==> src/smc_pkg.sv <==
// shared constants for the serial link configuration bank
package smc_pkg;
    // register byte addresses
    localparam logic [17:0] SMC_OFS_GLOBAL = 18'h130C4;
    localparam logic [17:0] SMC_OFS_LINK_CTL = 18'h130C8;
    localparam int SMC_ADDR_W = 18;

    // global SerDes register, fields counted from the lsb
    localparam logic [31:0] SMC_GLOBAL_RESET = 32'h0023014F;
    localparam logic [31:0] SMC_GLOBAL_WMASK = 32'h003FFFC0;
    localparam int SMC_PRESCALE_LSB = 20;
    localparam logic [1:0] SMC_PRESCALE_DIV2 = 2'h2;

    // link control register fields, counted from the lsb
    localparam int SMC_DEAD_LINK_TIMER_ENABLE_BIT = 31;
    localparam int SMC_THRESH_LSB = 16;
    localparam int SMC_THRESH_W = 15;
    localparam int SMC_LINE_LOOPBACK_LANES_LSB = 12;
    localparam int SMC_PAIRING_BIT = 10;
    localparam int SMC_ODD_LB_BIT = 9;
    localparam int SMC_EVEN_LB_BIT = 8;
    localparam int SMC_TX_REV_BIT = 7;
    localparam int SMC_RX_REV_BIT = 6;
    localparam int SMC_ODD_SRST_BIT = 5;
    localparam int SMC_EVEN_SRST_BIT = 4;
    localparam int SMC_ODD_PWDN_BIT = 3;
    localparam logic [31:0] SMC_LINK_CTL_RESET = 32'h7FFF0000;
    localparam logic [31:0] SMC_LINK_CTL_WMASK = 32'hFFFFFFF8;

    // dead link timing: one unit is 2^13 periods of 10 ns, counted in 8 ns core cycles
    localparam int SMC_DLT_UNIT_NS = 8192 * 10;
    localparam int SMC_CLK_PERIOD_NS = 8;
    localparam int SMC_DLT_UNIT_CYCLES = SMC_DLT_UNIT_NS / SMC_CLK_PERIOD_NS;

    // ports sharing this serial interface: 0 even, 1 odd
    localparam int SMC_NUM_PORTS = 2;
    localparam int SMC_NUM_LANES = 4;
endpackage : smc_pkg

==> src/smc_link_cfg.sv <==
// register bank and dead link timers for one serial interface pair
//
// Added by the designer: the Avalon-MM slave port.
`timescale 1ns/1ns
`default_nettype none
module smc_link_cfg
    import smc_pkg::*;
#(
    parameter int DLT_UNIT_CYCLES = SMC_DLT_UNIT_CYCLES
) (
    // clock and reset
    input wire logic i_clk,
    input wire logic i_rst,
    // avalon-mm slave
    input wire logic [SMC_ADDR_W-1:0] i_avs_address,
    input wire logic i_avs_read,
    input wire logic i_avs_write,
    input wire logic [31:0] i_avs_writedata,
    input wire logic [3:0] i_avs_byteenable,
    output logic [31:0] o_avs_readdata,
    output logic o_avs_waitrequest,
    // strap pins
    input wire logic i_pairing_config_pin,
    input wire logic i_tx_reverse_pin,
    input wire logic i_rx_reverse_pin,
    input wire logic i_odd_power_down_pin,
    // link status and transmit queue, index 0 even, 1 odd
    input wire logic [SMC_NUM_PORTS-1:0] i_link_silence,
    input wire logic [SMC_NUM_PORTS-1:0] i_link_up,
    input wire logic [SMC_NUM_PORTS-1:0] i_tx_pkt_valid,
    output logic [SMC_NUM_PORTS-1:0] o_tx_dead,
    output logic [SMC_NUM_PORTS-1:0] o_tx_flush,
    output logic [SMC_NUM_PORTS-1:0] o_tx_pkt_drop,
    // configuration outputs
    output logic [1:0] o_pll_ref_divider,
    output logic o_pll_ref_div_by_two,
    output logic [31:0] o_serdes_global_cfg,
    output logic [SMC_NUM_LANES-1:0] o_line_loopback_lanes,
    output logic o_port_pairing_select,
    output logic o_odd_port_local_loopback,
    output logic o_even_port_local_loopback,
    output logic o_tx_lane_reverse,
    output logic o_rx_lane_reverse,
    output logic o_odd_port_soft_reset,
    output logic o_even_port_soft_reset,
    output logic o_odd_port_power_down
);

    localparam logic [13:0] UNIT_LAST = 14'(DLT_UNIT_CYCLES - 1);

    function automatic logic [31:0] be_merge(input logic [31:0] old_v,
                                             input logic [31:0] new_v,
                                             input logic [3:0] be);
        logic [31:0] r;
        r = old_v;
        for (int b = 0; b < 4; b++) begin
            if (be[b]) begin
                r[b*8 +: 8] = new_v[b*8 +: 8];
            end
        end
        return r;
    endfunction : be_merge

    logic waitreq_q;
    logic [31:0] rdata_q;
    logic [31:0] global_q;
    logic [31:0] link_ctl_q;
    logic strap_load_q;
    logic div2_q;
    logic [3:0] pin_meta_q;
    logic [3:0] pin_sync_q;
    logic req_seen;
    logic wr_take;
    logic [14:0] thresh;
    logic timer_on;
    logic [SMC_NUM_PORTS-1:0] port_srst;
    logic [SMC_NUM_PORTS-1:0] dead_q;
    logic [SMC_NUM_PORTS-1:0] armed_q;
    logic [SMC_NUM_PORTS-1:0] flush_q;
    logic [SMC_NUM_PORTS-1:0] drop_q;
    logic [14:0] cnt_q [SMC_NUM_PORTS];
    logic [13:0] sub_q [SMC_NUM_PORTS];

    // bus handshake: one wait cycle, then an answer
    assign req_seen = (i_avs_read || i_avs_write) && waitreq_q;
    assign wr_take = i_avs_write && !waitreq_q;

    always_ff @(posedge i_clk) begin
        if (i_rst) begin
            waitreq_q <= 1'b1;
        end else if (req_seen) begin
            waitreq_q <= 1'b0;
        end else begin
            waitreq_q <= 1'b1;
        end
    end

    // read data stand while waitrequest is low; unmapped reads zero
    always_ff @(posedge i_clk) begin
        if (i_rst) begin
            rdata_q <= 32'h00000000;
        end else if (req_seen && i_avs_read) begin
            unique case (i_avs_address)
                SMC_OFS_GLOBAL: rdata_q <= global_q;
                SMC_OFS_LINK_CTL: rdata_q <= link_ctl_q & SMC_LINK_CTL_WMASK;
                default: rdata_q <= 32'h00000000;
            endcase
        end
    end

    // global serdes register, read-only bits pinned
    always_ff @(posedge i_clk) begin
        if (i_rst) begin
            global_q <= SMC_GLOBAL_RESET;
        end else if (wr_take && i_avs_address == SMC_OFS_GLOBAL) begin
            global_q <= (be_merge(global_q, i_avs_writedata, i_avs_byteenable)
                         & SMC_GLOBAL_WMASK) | (SMC_GLOBAL_RESET & ~SMC_GLOBAL_WMASK);
        end
    end

    always_ff @(posedge i_clk) begin
        if (i_rst) begin
            div2_q <= 1'b1;
        end else begin
            div2_q <= global_q[SMC_PRESCALE_LSB +: 2] == SMC_PRESCALE_DIV2;
        end
    end

    // strap pins arrive asynchronously
    always_ff @(posedge i_clk) begin
        pin_meta_q <= {i_odd_power_down_pin, i_rx_reverse_pin,
                       i_tx_reverse_pin, i_pairing_config_pin};
        pin_sync_q <= pin_meta_q;
    end

    always_ff @(posedge i_clk) begin
        if (i_rst) begin
            strap_load_q <= 1'b1;
        end else begin
            strap_load_q <= 1'b0;
        end
    end

    // link control register; straps load on the first cycle after reset
    always_ff @(posedge i_clk) begin
        if (i_rst) begin
            link_ctl_q <= SMC_LINK_CTL_RESET;
        end else if (strap_load_q) begin
            link_ctl_q[SMC_PAIRING_BIT] <= pin_sync_q[0];
            link_ctl_q[SMC_TX_REV_BIT] <= pin_sync_q[1];
            link_ctl_q[SMC_RX_REV_BIT] <= pin_sync_q[2];
            link_ctl_q[SMC_ODD_PWDN_BIT] <= pin_sync_q[3];
        end else if (wr_take && i_avs_address == SMC_OFS_LINK_CTL) begin
            // applied at once, no retraining wait
            link_ctl_q <= be_merge(link_ctl_q, i_avs_writedata, i_avs_byteenable)
                          & SMC_LINK_CTL_WMASK;
        end
    end

    assign thresh = link_ctl_q[SMC_THRESH_LSB +: SMC_THRESH_W];
    assign timer_on = link_ctl_q[SMC_DEAD_LINK_TIMER_ENABLE_BIT] && (thresh != 15'h0000);
    assign port_srst = {link_ctl_q[SMC_ODD_SRST_BIT], link_ctl_q[SMC_EVEN_SRST_BIT]};

    // one dead link timer per port, core clock
    for (genvar p = 0; p < SMC_NUM_PORTS; p++) begin : g_port
        always_ff @(posedge i_clk) begin
            if (i_rst || port_srst[p]) begin
                armed_q[p] <= 1'b0;
                dead_q[p] <= 1'b0;
                flush_q[p] <= 1'b0;
                cnt_q[p] <= 15'h0000;
                sub_q[p] <= 14'h0000;
            end else begin
                flush_q[p] <= 1'b0;
                if (i_link_up[p]) begin
                    armed_q[p] <= 1'b0;
                    dead_q[p] <= 1'b0;
                end else if (!timer_on) begin
                    armed_q[p] <= 1'b0;
                end else if (i_link_silence[p]) begin
                    armed_q[p] <= 1'b1;
                    cnt_q[p] <= thresh;
                    sub_q[p] <= UNIT_LAST;
                end else if (armed_q[p]) begin
                    // (thresh+1) units of 8192 x 10 ns
                    if (sub_q[p] != 14'h0000) begin
                        sub_q[p] <= sub_q[p] - 14'h0001;
                    end else if (cnt_q[p] != 15'h0000) begin
                        sub_q[p] <= UNIT_LAST;
                        cnt_q[p] <= cnt_q[p] - 15'h0001;
                    end else begin
                        armed_q[p] <= 1'b0;
                        dead_q[p] <= 1'b1;
                        flush_q[p] <= !dead_q[p];
                    end
                end
            end
        end

        // packets offered to a dead port are dropped
        always_ff @(posedge i_clk) begin
            if (i_rst) begin
                drop_q[p] <= 1'b0;
            end else begin
                drop_q[p] <= dead_q[p] && i_tx_pkt_valid[p];
            end
        end
    end

    assign o_avs_waitrequest = waitreq_q;
    assign o_avs_readdata = rdata_q;
    assign o_tx_dead = dead_q;
    assign o_tx_flush = flush_q;
    assign o_tx_pkt_drop = drop_q;
    assign o_pll_ref_divider = global_q[SMC_PRESCALE_LSB +: 2];
    assign o_pll_ref_div_by_two = div2_q;
    assign o_serdes_global_cfg = global_q;
    assign o_line_loopback_lanes = link_ctl_q[SMC_LINE_LOOPBACK_LANES_LSB +: SMC_NUM_LANES];
    assign o_port_pairing_select = link_ctl_q[SMC_PAIRING_BIT];
    assign o_odd_port_local_loopback = link_ctl_q[SMC_ODD_LB_BIT];
    assign o_even_port_local_loopback = link_ctl_q[SMC_EVEN_LB_BIT];
    assign o_tx_lane_reverse = link_ctl_q[SMC_TX_REV_BIT];
    assign o_rx_lane_reverse = link_ctl_q[SMC_RX_REV_BIT];
    assign o_odd_port_soft_reset = link_ctl_q[SMC_ODD_SRST_BIT];
    assign o_even_port_soft_reset = link_ctl_q[SMC_EVEN_SRST_BIT];
    assign o_odd_port_power_down = link_ctl_q[SMC_ODD_PWDN_BIT];
endmodule : smc_link_cfg
`default_nettype wire

==> config.mk <==
export PLATFORM = sky130hd
export DESIGN_NAME = smc_link_cfg
export DESIGN_NICKNAME = d
export VERILOG_FILES = /design/src/smc_pkg.sv /design/src/smc_link_cfg.sv
export SDC_FILE = /design/constraint.sdc
export NUM_CORES = 1
export LEC_CHECK = 0
export BUFFER_PORTS_ARGS = -buffer_cell sky130_fd_sc_hd__buf_2
export CAP_MARGIN = 10
export CORE_UTILIZATION = 43
export CTS_CLUSTER_SIZE = 12
export DETAILED_ROUTE_END_ITERATION = 8
export PLACE_DENSITY = 0.66
export SLEW_MARGIN = 0
export SYNTH_ARGS = -nofsm -noshare
export SYNTH_HDL_FRONTEND = slang
export SYNTH_SLANG_ARGS = --single-unit
==> constraint.sdc <==
create_clock -name i_clk -period 6.8 [get_ports i_clk]
set_input_delay 0 -clock i_clk [delete_from_list [all_inputs] [get_ports i_clk]]
set_output_delay 0 -clock i_clk [all_outputs]
set_load 0.005 [all_outputs]
==> out/results.ini, run 1 <==
[global_routing]
gr-usage-met1 = 0.272
grt_start_max_net_pins = 62
grt_usage = 0.204
grt_pass1_wl_um = 25900
first_global_vias = 5045
antenna_found_initial = 0
met3_usage = 0.0483
overflow = 0
grt_busiest_layer = met2
grt_use_met2 = 0.328

[drt]
via_per_inst = 5.19
vias = 5617
ant_nets = 0
drtIter0Drc = 318
routedWlPerCell_um = 15.5
dr.pass1.iters = 5
routed_wl_um = 16800
drc = 0

[worst_setup_path]
crit_path_end_kind = register
path_max_fanout = 17
start_kind = register
r2r-start = link_ctl_q[27]
crit_type = reg -> reg
cp_slowest_cell = nand4_1
crit_buf_inv = 0
required_ns = 6.75
path_cells = or4_1 > o41a_1 > and4b_1 > nand2_1 > nand4_1
critical_path_arrival_ns = 3.33
crit_family = simple AND/OR/NAND/NOR gates
slowest_delay_ns = 0.70
startpoint = link_ctl_q[27]

[floorplanning]
die_width_um = 129
dieArea_sq_um = 16700
rows = 46
dieHeight_um = 129
io_pins = 154
coreArea_sq_um = 15800
start_util = 0.440

[finish]
areaGrowthSynthToFinish_pct = 25.4
fin_nets = 929
stdcell_area_sq_um = 8730
drive_gt1_frac = 0.208
antenna_cells = 0

[hold_path]
hp-class = in -> reg
hold_path_startpoint = i_avs_byteenable[0]

[synthesis]
synth_most_common_cell = dfxtp_1
synth_seq_area_share = 0.520
synth_top_area_share = 0.270
synthTopCellsByCount = 94 x dfxtp_1, 85 x nand2_1, 59 x nor2_1
ys_types = 54
synthTopCellsByArea = dfxtp_1 27%, edfxtp_1 25%, mux2i_1 6.5%
syn_inst = 691
async_flop_share = 0
yosysTopAreaCell = dfxtp_1
synth_ff_type = dfxtp_1
ys_ff_latch = 152
synth_edf_count = 58
netlist_area_sq_um = 6970
synth_area_per_cell_sq_um = 10.1
yosys_warnings = 0

[timing]
whs_ns = 0.0253
period_share = 0.497
slew_headroom = 0.310
post-route-min-period_ns = 3.38
hold_viol = 0
fmax_ghz = 0.296
setup_viol = 0
setup_tns_ns = 0
finClkSkew_ns = 0.00883
rsz0062_at_grt = false
slew_viol_final = 0
worst_slew_pin_slew_ns = 1.03

[flow_run]
max_cap_viol_count = 0

[pwr]
leakage_nw = 3.55
ir_drop_mv = 0.163
power.density_nw_per_um2 = 236
power_mw = 2.06

[placement]
port_buffers = 134
placed_area_sq_um = 7700
gp_congestion = 0.831
dp_hpwl_um = 11600

[clock_tree]
cts-htree-levels = 4
clockBufferDepth = 2
clkLatencyLatePin_ns = 0.42
cts_setup_buffers = 0
cts_tree = built
numClockSinks = 152
cts_made_buffers = 17
root_buffer = clkbuf_16
clk_pin_slew_ns = 0.06

[run_status]
outcome = finished clean

[cell usage in the layout, fill, tap and decap left out, types with 3 or more instances in the layout]
| cell | n |
|---|---|
| mux2i_1 | 45 |
| edfxtp_1 | 58 |
| nor3b_1 | 4 |
| xor2_1 | 15 |
| o21ai_0 | 37 |
| and2_1 | 3 |
| nand3b_1 | 4 |
| a211oi_1 | 3 |
| nand3_1 | 9 |
| buf_2 | 134 |
| xnor2_1 | 31 |
| conb_1 | 16 |
| or3_1 | 3 |
| nor2_1 | 59 |
| clkbuf_16 | 19 |
| dlygate4sd3_1 | 42 |
| nand2_1 | 85 |
| or4_1 | 12 |
| a22oi_1 | 28 |
| nand4_1 | 8 |
| o21ai_1 | 8 |
| nor3_1 | 20 |
| nand2b_1 | 3 |
| inv_1 | 13 |
| ha_1 | 8 |
| inv_4 | 3 |
| buf_4 | 5 |
| and3_1 | 6 |
| a21oi_1 | 31 |
| nor2b_1 | 5 |
| nor4_4 | 3 |
| dfxtp_1 | 94 |
| nor4_1 | 14 |
[worst reg2reg max path, cell delays in order, from the launching register on]
cell,delay [ns]
dfxtp_1,0.37
or4_1,0.56
o41a_1,0.59
and4b_1,0.30
nand2_1,0.39
nand4_1,0.70
[layer usage]
layer  vias up  part of all wire
met5         -                 0
met4         0             0.010
met2       155              0.47
met1      2685              0.46
met3        16             0.051
li1       2761                 -
[stage by stage]
stage	util	std cells	setup slack (ns)
after CTS	0.552	1082	3.33
after global routing	0.552	1082	3.19
final	0.552	1082	3.42
after global placement	0.486	1008	3.39
after detailed placement	0.486	1008	3.34
after floorplan	-	705	4.02
[final cells by class]
cell class / count / area (sq um)
flip-flops and latches: 152 / 3620
multi-input cells: 487 / 3040
fillers: 1442 / 7090
well taps: 216 / 270
repair buffers: 181 / 1130
clock buffers: 23 / 510
inverters: 14 / 52.6
clock inverters: 9 / 106
[flip-flops by register name, indices dropped and copies added (netlist names), 2 cells and up]
signal,count
armed_q,2
cnt_q,30
link_ctl_q,29
o_tx_flush,2
pin_sync_q,4
o_avs_readdata,30
o_tx_pkt_drop,2
o_tx_dead,2
pin_meta_q,4
o_serdes_global_cfg,16
sub_q,28
[cell families after synthesis]
group / Yosys count / share of synthesized area
other cells: 2 / 0.00108
flops: 152 / 0.520
buf+inv: 66 / 0.0505
xor+xnor: 46 / 0.0578
mux: 46 / 0.0663
compound gates: 118 / 0.101
simple gates: 253 / 0.189
fa+ha+maj: 8 / 0.0144
[what timing repair did]
action / 4_1_cts / 5_1_grt
hold buffers: 42 / 0
hold endpoints to repair: 56 / 0
gates resized for setup: 0 / 0
[where the power goes]
part	leakage (nW)	total, mW	switching (mW)	internal [mW]
sequential	1.36	0.977	0.0154	0.961
combinational	1.88	0.108	0.0564	0.0520
clock	0.309	0.979	0.374	0.606
total	3.55	2.06	0.445	1.62
[final timing paths]
kind	cells past startpoint	to	slack, ns
worst max-delay path	5	sub_q[0][8]	3.42
worst min-delay path	4	o_serdes_global_cfg[6]	0.03
worst max register to register	5	sub_q[0][8]	3.42
worst min register to register	0	pin_sync_q[1]	0.33
No activity file was read; power rests on OpenSTA's default activity.
==> run 2: changes to the inputs <==
--- a/config.mk
+++ b/config.mk
@@ -10,7 +10,7 @@
 export CORE_UTILIZATION = 43
 export CTS_CLUSTER_SIZE = 12
 export DETAILED_ROUTE_END_ITERATION = 8
-export PLACE_DENSITY = 0.66
+export PLACE_DENSITY = 0.68
 export SLEW_MARGIN = 0
 export SYNTH_ARGS = -nofsm -noshare
 export SYNTH_HDL_FRONTEND = slang
==> constraint.sdc (replaced) <==
create_clock -name i_clk -period 2.85 [get_ports i_clk]
set_input_delay 0 -clock i_clk [delete_from_list [all_inputs] [get_ports i_clk]]
set_output_delay 0 -clock i_clk [all_outputs]
set_load 0.005 [all_outputs]
==> run 2 against run 1 <==
Sequential power is 140% higher. Worst hold slack better by 0.017 ns. First-iteration DRC count is 5.3% higher. Via count is 0.96% higher. Flip-flop and latch count stayed put. Non-clock buffer count is 20 higher. Largest cell class unchanged.
==> out/results.ini, run 2 (synthesis results as in run 1) <==
[placement]
port_buffers = 134
placed_area_sq_um = 7830
dpl.cell_count = 1026
dp_hpwl_um = 11800
gp_congestion = 0.812

[global_routing]
met3_usage = 0.0553
overflow = 0
grt_start_max_net_pins = 32
first_global_vias = 5314
grt_use_met2 = 0.336
grt_pass1_wl_um = 27500
grt_busiest_layer = met2
gr-usage-met1 = 0.286
antenna_found_initial = 0
grt_usage = 0.216

[timing]
setup_viol = 0
hold_viol = 0
slew_headroom = 0.359
slew_viol_final = 0
rsz0062_at_grt = false
post-route-min-period_ns = 2.57
period_share = 0.902
finClkSkew_ns = 0.0104
fmax_ghz = 0.389
worst_slew_pin_slew_ns = 0.960
whs_ns = 0.0422
setup_tns_ns = 0

[pwr]
power.density_nw_per_um2 = 543
ir_drop_mv = 0.401
power_mw = 4.80
leakage_nw = 3.63

[clock_tree]
post_cts_resize_count = 0
numClockSinks = 152
cts_hold_buf = 44
clkLatencyLatePin_ns = 0.43
cts_tree = built
root_buffer = clkbuf_16
cts_setup_buffers = 0
clockBufferDepth = 2
clk_pin_slew_ns = 0.06
cts-htree-levels = 4
cts_made_buffers = 17

[finish]
fin_nets = 949
stdcell_count = 1102
final_common_cell = buf_2
stdcell_area_sq_um = 8850
fill_cells = 1412
mostFrequentLayoutCells = 134 x buf_2, 94 x dfxtp_1, 85 x nand2_1, 59 x nor2_1, 58 x edfxtp_1
regArea_sq_um = 3620
antenna_cells = 0
drive_gt1_frac = 0.226
multi_input_area_sq_um = 3040
areaGrowthSynthToFinish_pct = 27.0

[worst_setup_path]
required_ns = 3.03
crit_type = reg -> reg
r2r_setup_slack_ns = 0.28
crit_path_end_kind = register
reg2reg_depth = 6
start_kind = register
timing.rr.end = sub_q[0][8]
path_max_fanout = 14
critical_path_arrival_ns = 2.75
r2r-start = link_ctl_q[26]

[floorplanning]
dieArea_sq_um = 16700
start_util = 0.440
dieHeight_um = 129
io_pins = 154
coreArea_sq_um = 15800
die_width_um = 129
rows = 46

[hold_path]
min_to = o_serdes_global_cfg[7]
hp-class = in -> reg
hold_depth = 4
hold_path_startpoint = i_avs_byteenable[0]

[drt]
drtIter0Drc = 335
drc = 0
routedWlPerCell_um = 15.5
via_per_inst = 5.15
vias = 5671
routed_wl_um = 17100
dr.pass1.iters = 5
ant_nets = 0

[flow_run]
max_cap_viol_count = 0

[run_status]
outcome = finished clean

==> run 2: area by class of cell <==
cell class                 count  share of cell area
sequential                   152               0.410
multi-input combinational    487               0.344
timing repair buffer         201               0.145
clock buffer                  18              0.0496
tap                          216              0.0306
clock inverter                14              0.0151
inverter                      14             0.00594
==> run 2: power breakdown <==
group	internal [mW]	total [mW]	leakage, nW	switching, mW
Combinational	0.130	0.270	1.98	0.140
Sequential	2.29	2.33	1.36	0.0365
Clock	1.25	2.21	0.289	0.959
==> run 2: per-layer routing <==
layer  routed length [um]  vias to the layer above  share of wire
li1                     -                     2813              -
met1                 7930                     2649           0.46
met2                 7740                      179           0.45
met3                 1050                       30          0.061
met4                  343                        0          0.020
met5                    0                        -              0
==> run 2: per-stage QoR <==
step	worst slack [ns]	utilization
2_1_floorplan	0.0735	-
5_1_grt	0.137	0.559
3_5_place_dp	0.295	0.495
3_3_place_gp	0.299	0.495
4_1_cts	0.279	0.559
6_report	0.278	0.559
==> run 2: worst max path at each step <==
stage | to | cells after the start | start | slack (ns)
global placement | sub_q[0][6] | 6 | link_ctl_q[26] | 0.30
floorplan | sub_q[0][0] | 6 | link_ctl_q[26] | 0.07
detailed placement | sub_q[0][10] | 6 | link_ctl_q[26] | 0.29
global route | cnt_q[0][5] | 6 | link_ctl_q[26] | 0.14
finish | sub_q[0][8] | 6 | link_ctl_q[26] | 0.28
CTS | sub_q[0][10] | 6 | link_ctl_q[26] | 0.28
==> run 2: critical path, stage by stage, from the launching register on <==
cell     delay [ns]
dfxtp_1        0.36
or4_1          0.59
o41a_1         0.58
and4b_1        0.29
nand2_1        0.18
nand4_1        0.11
buf_4          0.21
==> run 3: changes to the inputs <==
--- a/config.mk
+++ b/config.mk
@@ -8,6 +8,7 @@
 export BUFFER_PORTS_ARGS = -buffer_cell sky130_fd_sc_hd__buf_2
 export CAP_MARGIN = 10
 export CORE_UTILIZATION = 43
+export CTS_BUF_LIST = sky130_fd_sc_hd__clkbuf_8
 export CTS_CLUSTER_SIZE = 12
 export DETAILED_ROUTE_END_ITERATION = 8
 export PLACE_DENSITY = 0.68
==> run 3 against run 2 <==
Clock power shrank 26%. Global-route usage shrank 0.086 points. Maximum frequency shrank 0.30%. Power shrank 12%. Non-clock buffer count grew 2. Clock-buffer cell count is the same. Worst hold slack gained 0.061 ns. Via count shrank 0.46%. Largest cell class unchanged.
==> out/results.ini, run 3 (synthesis results as in run 1) <==
[finish]
antenna_cells = 0
regArea_sq_um = 3620
fin_nets = 951
final_common_cell = buf_2
fill_cells = 1430
drive_gt1_frac = 0.225
multi_input_area_sq_um = 3040
mostFrequentLayoutCells = 134 x buf_2, 94 x dfxtp_1, 85 x nand2_1, 59 x nor2_1, 58 x edfxtp_1
areaGrowthSynthToFinish_pct = 24.5

[worst_setup_path]
path_cells = or4_1 > o41a_1 > and4b_1 > nand2_1 > nand4_1 > buf_4
start_kind = register
slowest_delay_ns = 0.59
path_max_fanout = 14
timing.rr.end = sub_q[0][9]
crit_type = reg -> reg
crit_path_end_kind = register
required_ns = 3.07
cp-endpoint = sub_q[0][9]
critical_path_arrival_ns = 2.80
reg2reg_depth = 6
crit_family = simple AND/OR/NAND/NOR gates
crit_cells = 6
r2r-start = link_ctl_q[26]
r2r_setup_slack_ns = 0.27
startpoint = link_ctl_q[26]
cp_slowest_cell = or4_1
crit_buf_inv = 1

[global_routing]
overflow = 0
grt_usage = 0.215
antenna_found_initial = 0
grt_start_max_net_pins = 32
first_global_vias = 5276
grt_pass1_wl_um = 27300

[drt]
via_per_inst = 5.11
vias = 5645
drc = 0
drtIter0Drc = 355
ant_nets = 0
dr.pass1.iters = 5
routedWlPerCell_um = 15.4
routed_wl_um = 17000

[pwr]
power_frac_seq = 0.551
ir_drop_mv = 0.317
power.density_nw_per_um2 = 487
swShare = 0.253
p_clk_frac = 0.385
leakage_nw = 3.54
power_mw = 4.22
comb_power_share = 0.064
p_int_mw = 3.15
p_switching_mw = 1.07

[timing]
worst_slew_pin_slew_ns = 0.967
finClkSkew_ns = 0.0125
slew_viol_final = 0
setup_viol = 0
post-route-min-period_ns = 2.58
setup_tns_ns = 0
fmax_ghz = 0.388
rsz0062_at_grt = false
slew_headroom = 0.355
period_share = 0.905
hold_viol = 0

[floorplanning]
dieArea_sq_um = 16700
rows = 46
io_pins = 154
die_width_um = 129
coreArea_sq_um = 15800
dieHeight_um = 129
start_util = 0.440

[clock_tree]
root_buffer = clkbuf_8
clkLatencyLatePin_ns = 0.47
clk_pin_slew_ns = 0.09
cts_made_buffers = 17
clockBufferDepth = 2
cts-htree-levels = 4
cts_tree = built
numClockSinks = 152

[placement]
port_buffers = 134
dp_hpwl_um = 11800
gp_congestion = 0.812

[hold_path]
hp-class = in -> reg

[run_status]
outcome = finished clean

[flow_run]
max_cap_viol_count = 0

[run 3: changes by cell type in the layout (fill, tap and decap cells not counted)]
cell | previous run | this run
dlygate4sd3_1 | 44 | 46
clkbuf_16 | 17 | 0
clkbuf_8 | 1 | 18
[run 3: how the worst min path moves through the flow]
stage | depth (start not counted) | start | slack (ns) | endpoint
after floorplan | 0 | i_pairing_config_pin | 0.03 | pin_meta_q[0]
after global placement | 1 | i_pairing_config_pin | 0.10 | pin_meta_q[0]
after detailed placement | 1 | i_pairing_config_pin | 0.10 | pin_meta_q[0]
after CTS | 5 | i_avs_byteenable[1] | 0.08 | o_serdes_global_cfg[8]
after global routing | 5 | i_avs_byteenable[1] | 0.10 | o_serdes_global_cfg[8]
final | 5 | i_avs_byteenable[1] | 0.10 | o_serdes_global_cfg[8]
[run 3: timing repair]
action | CTS | global route
buffers inserted | 0 | 0
hold buffers | 46 | 0
gates resized for setup | 0 | 0
endpoints found under the hold margin | 65 | 0
endpoints found under the setup margin | 0 | 0
[run 3: metrics by stage]
step                       util  setup WS (ns)  hold WS (ns)  std cells  cell area [sq um]
after detailed placement  0.495          0.295         0.104       1026               7830
after global routing      0.548          0.132         0.105       1104               8670
final                     0.548          0.270         0.103       1104               8670
after CTS                 0.548          0.276        0.0806       1104               8670
after floorplan               -         0.0735        0.0277        705               7020
after global placement    0.495          0.299         0.103       1026               7830
[run 3: power by group through the flow]
stage | combinational [mW] | sequential, mW | clock, mW
after floorplan | 0.141 | 2.37 | 0
after global placement | 0.221 | 2.37 | 0
after detailed placement | 0.222 | 2.37 | 0
after CTS | 0.268 | 2.32 | 1.65
after global routing | 0.299 | 2.33 | 1.74
final | 0.270 | 2.33 | 1.63
[run 3: per-layer routing]
layer / vias up / part of all wire / global-route usage / wire length (um)
met5: - / 0 / 0 / 0
met1: 2630 / 0.47 / 0.288 / 7930
met4: 0 / 0.013 / 0.0644 / 226
met3: 19 / 0.069 / 0.0669 / 1170
met2: 188 / 0.45 / 0.332 / 7720
li1: 2808 / - / - / -
[run 3: layout make-up]
cell class,count,share of cell area
Clock buffer,18,0.0286
Multi-Input combinational cell,487,0.351
Tap cell,216,0.0312
Inverter,14,0.00606
Timing Repair Buffer,203,0.150
Clock inverter,14,0.0154
Sequential cell,152,0.418
[run 3: tightest hold or removal path, stage by stage]
cell and delay (ns):
buf_2 0.12, nand4_1 0.07, buf_4 0.21, mux2i_1 0.09, nand2_1 0.05
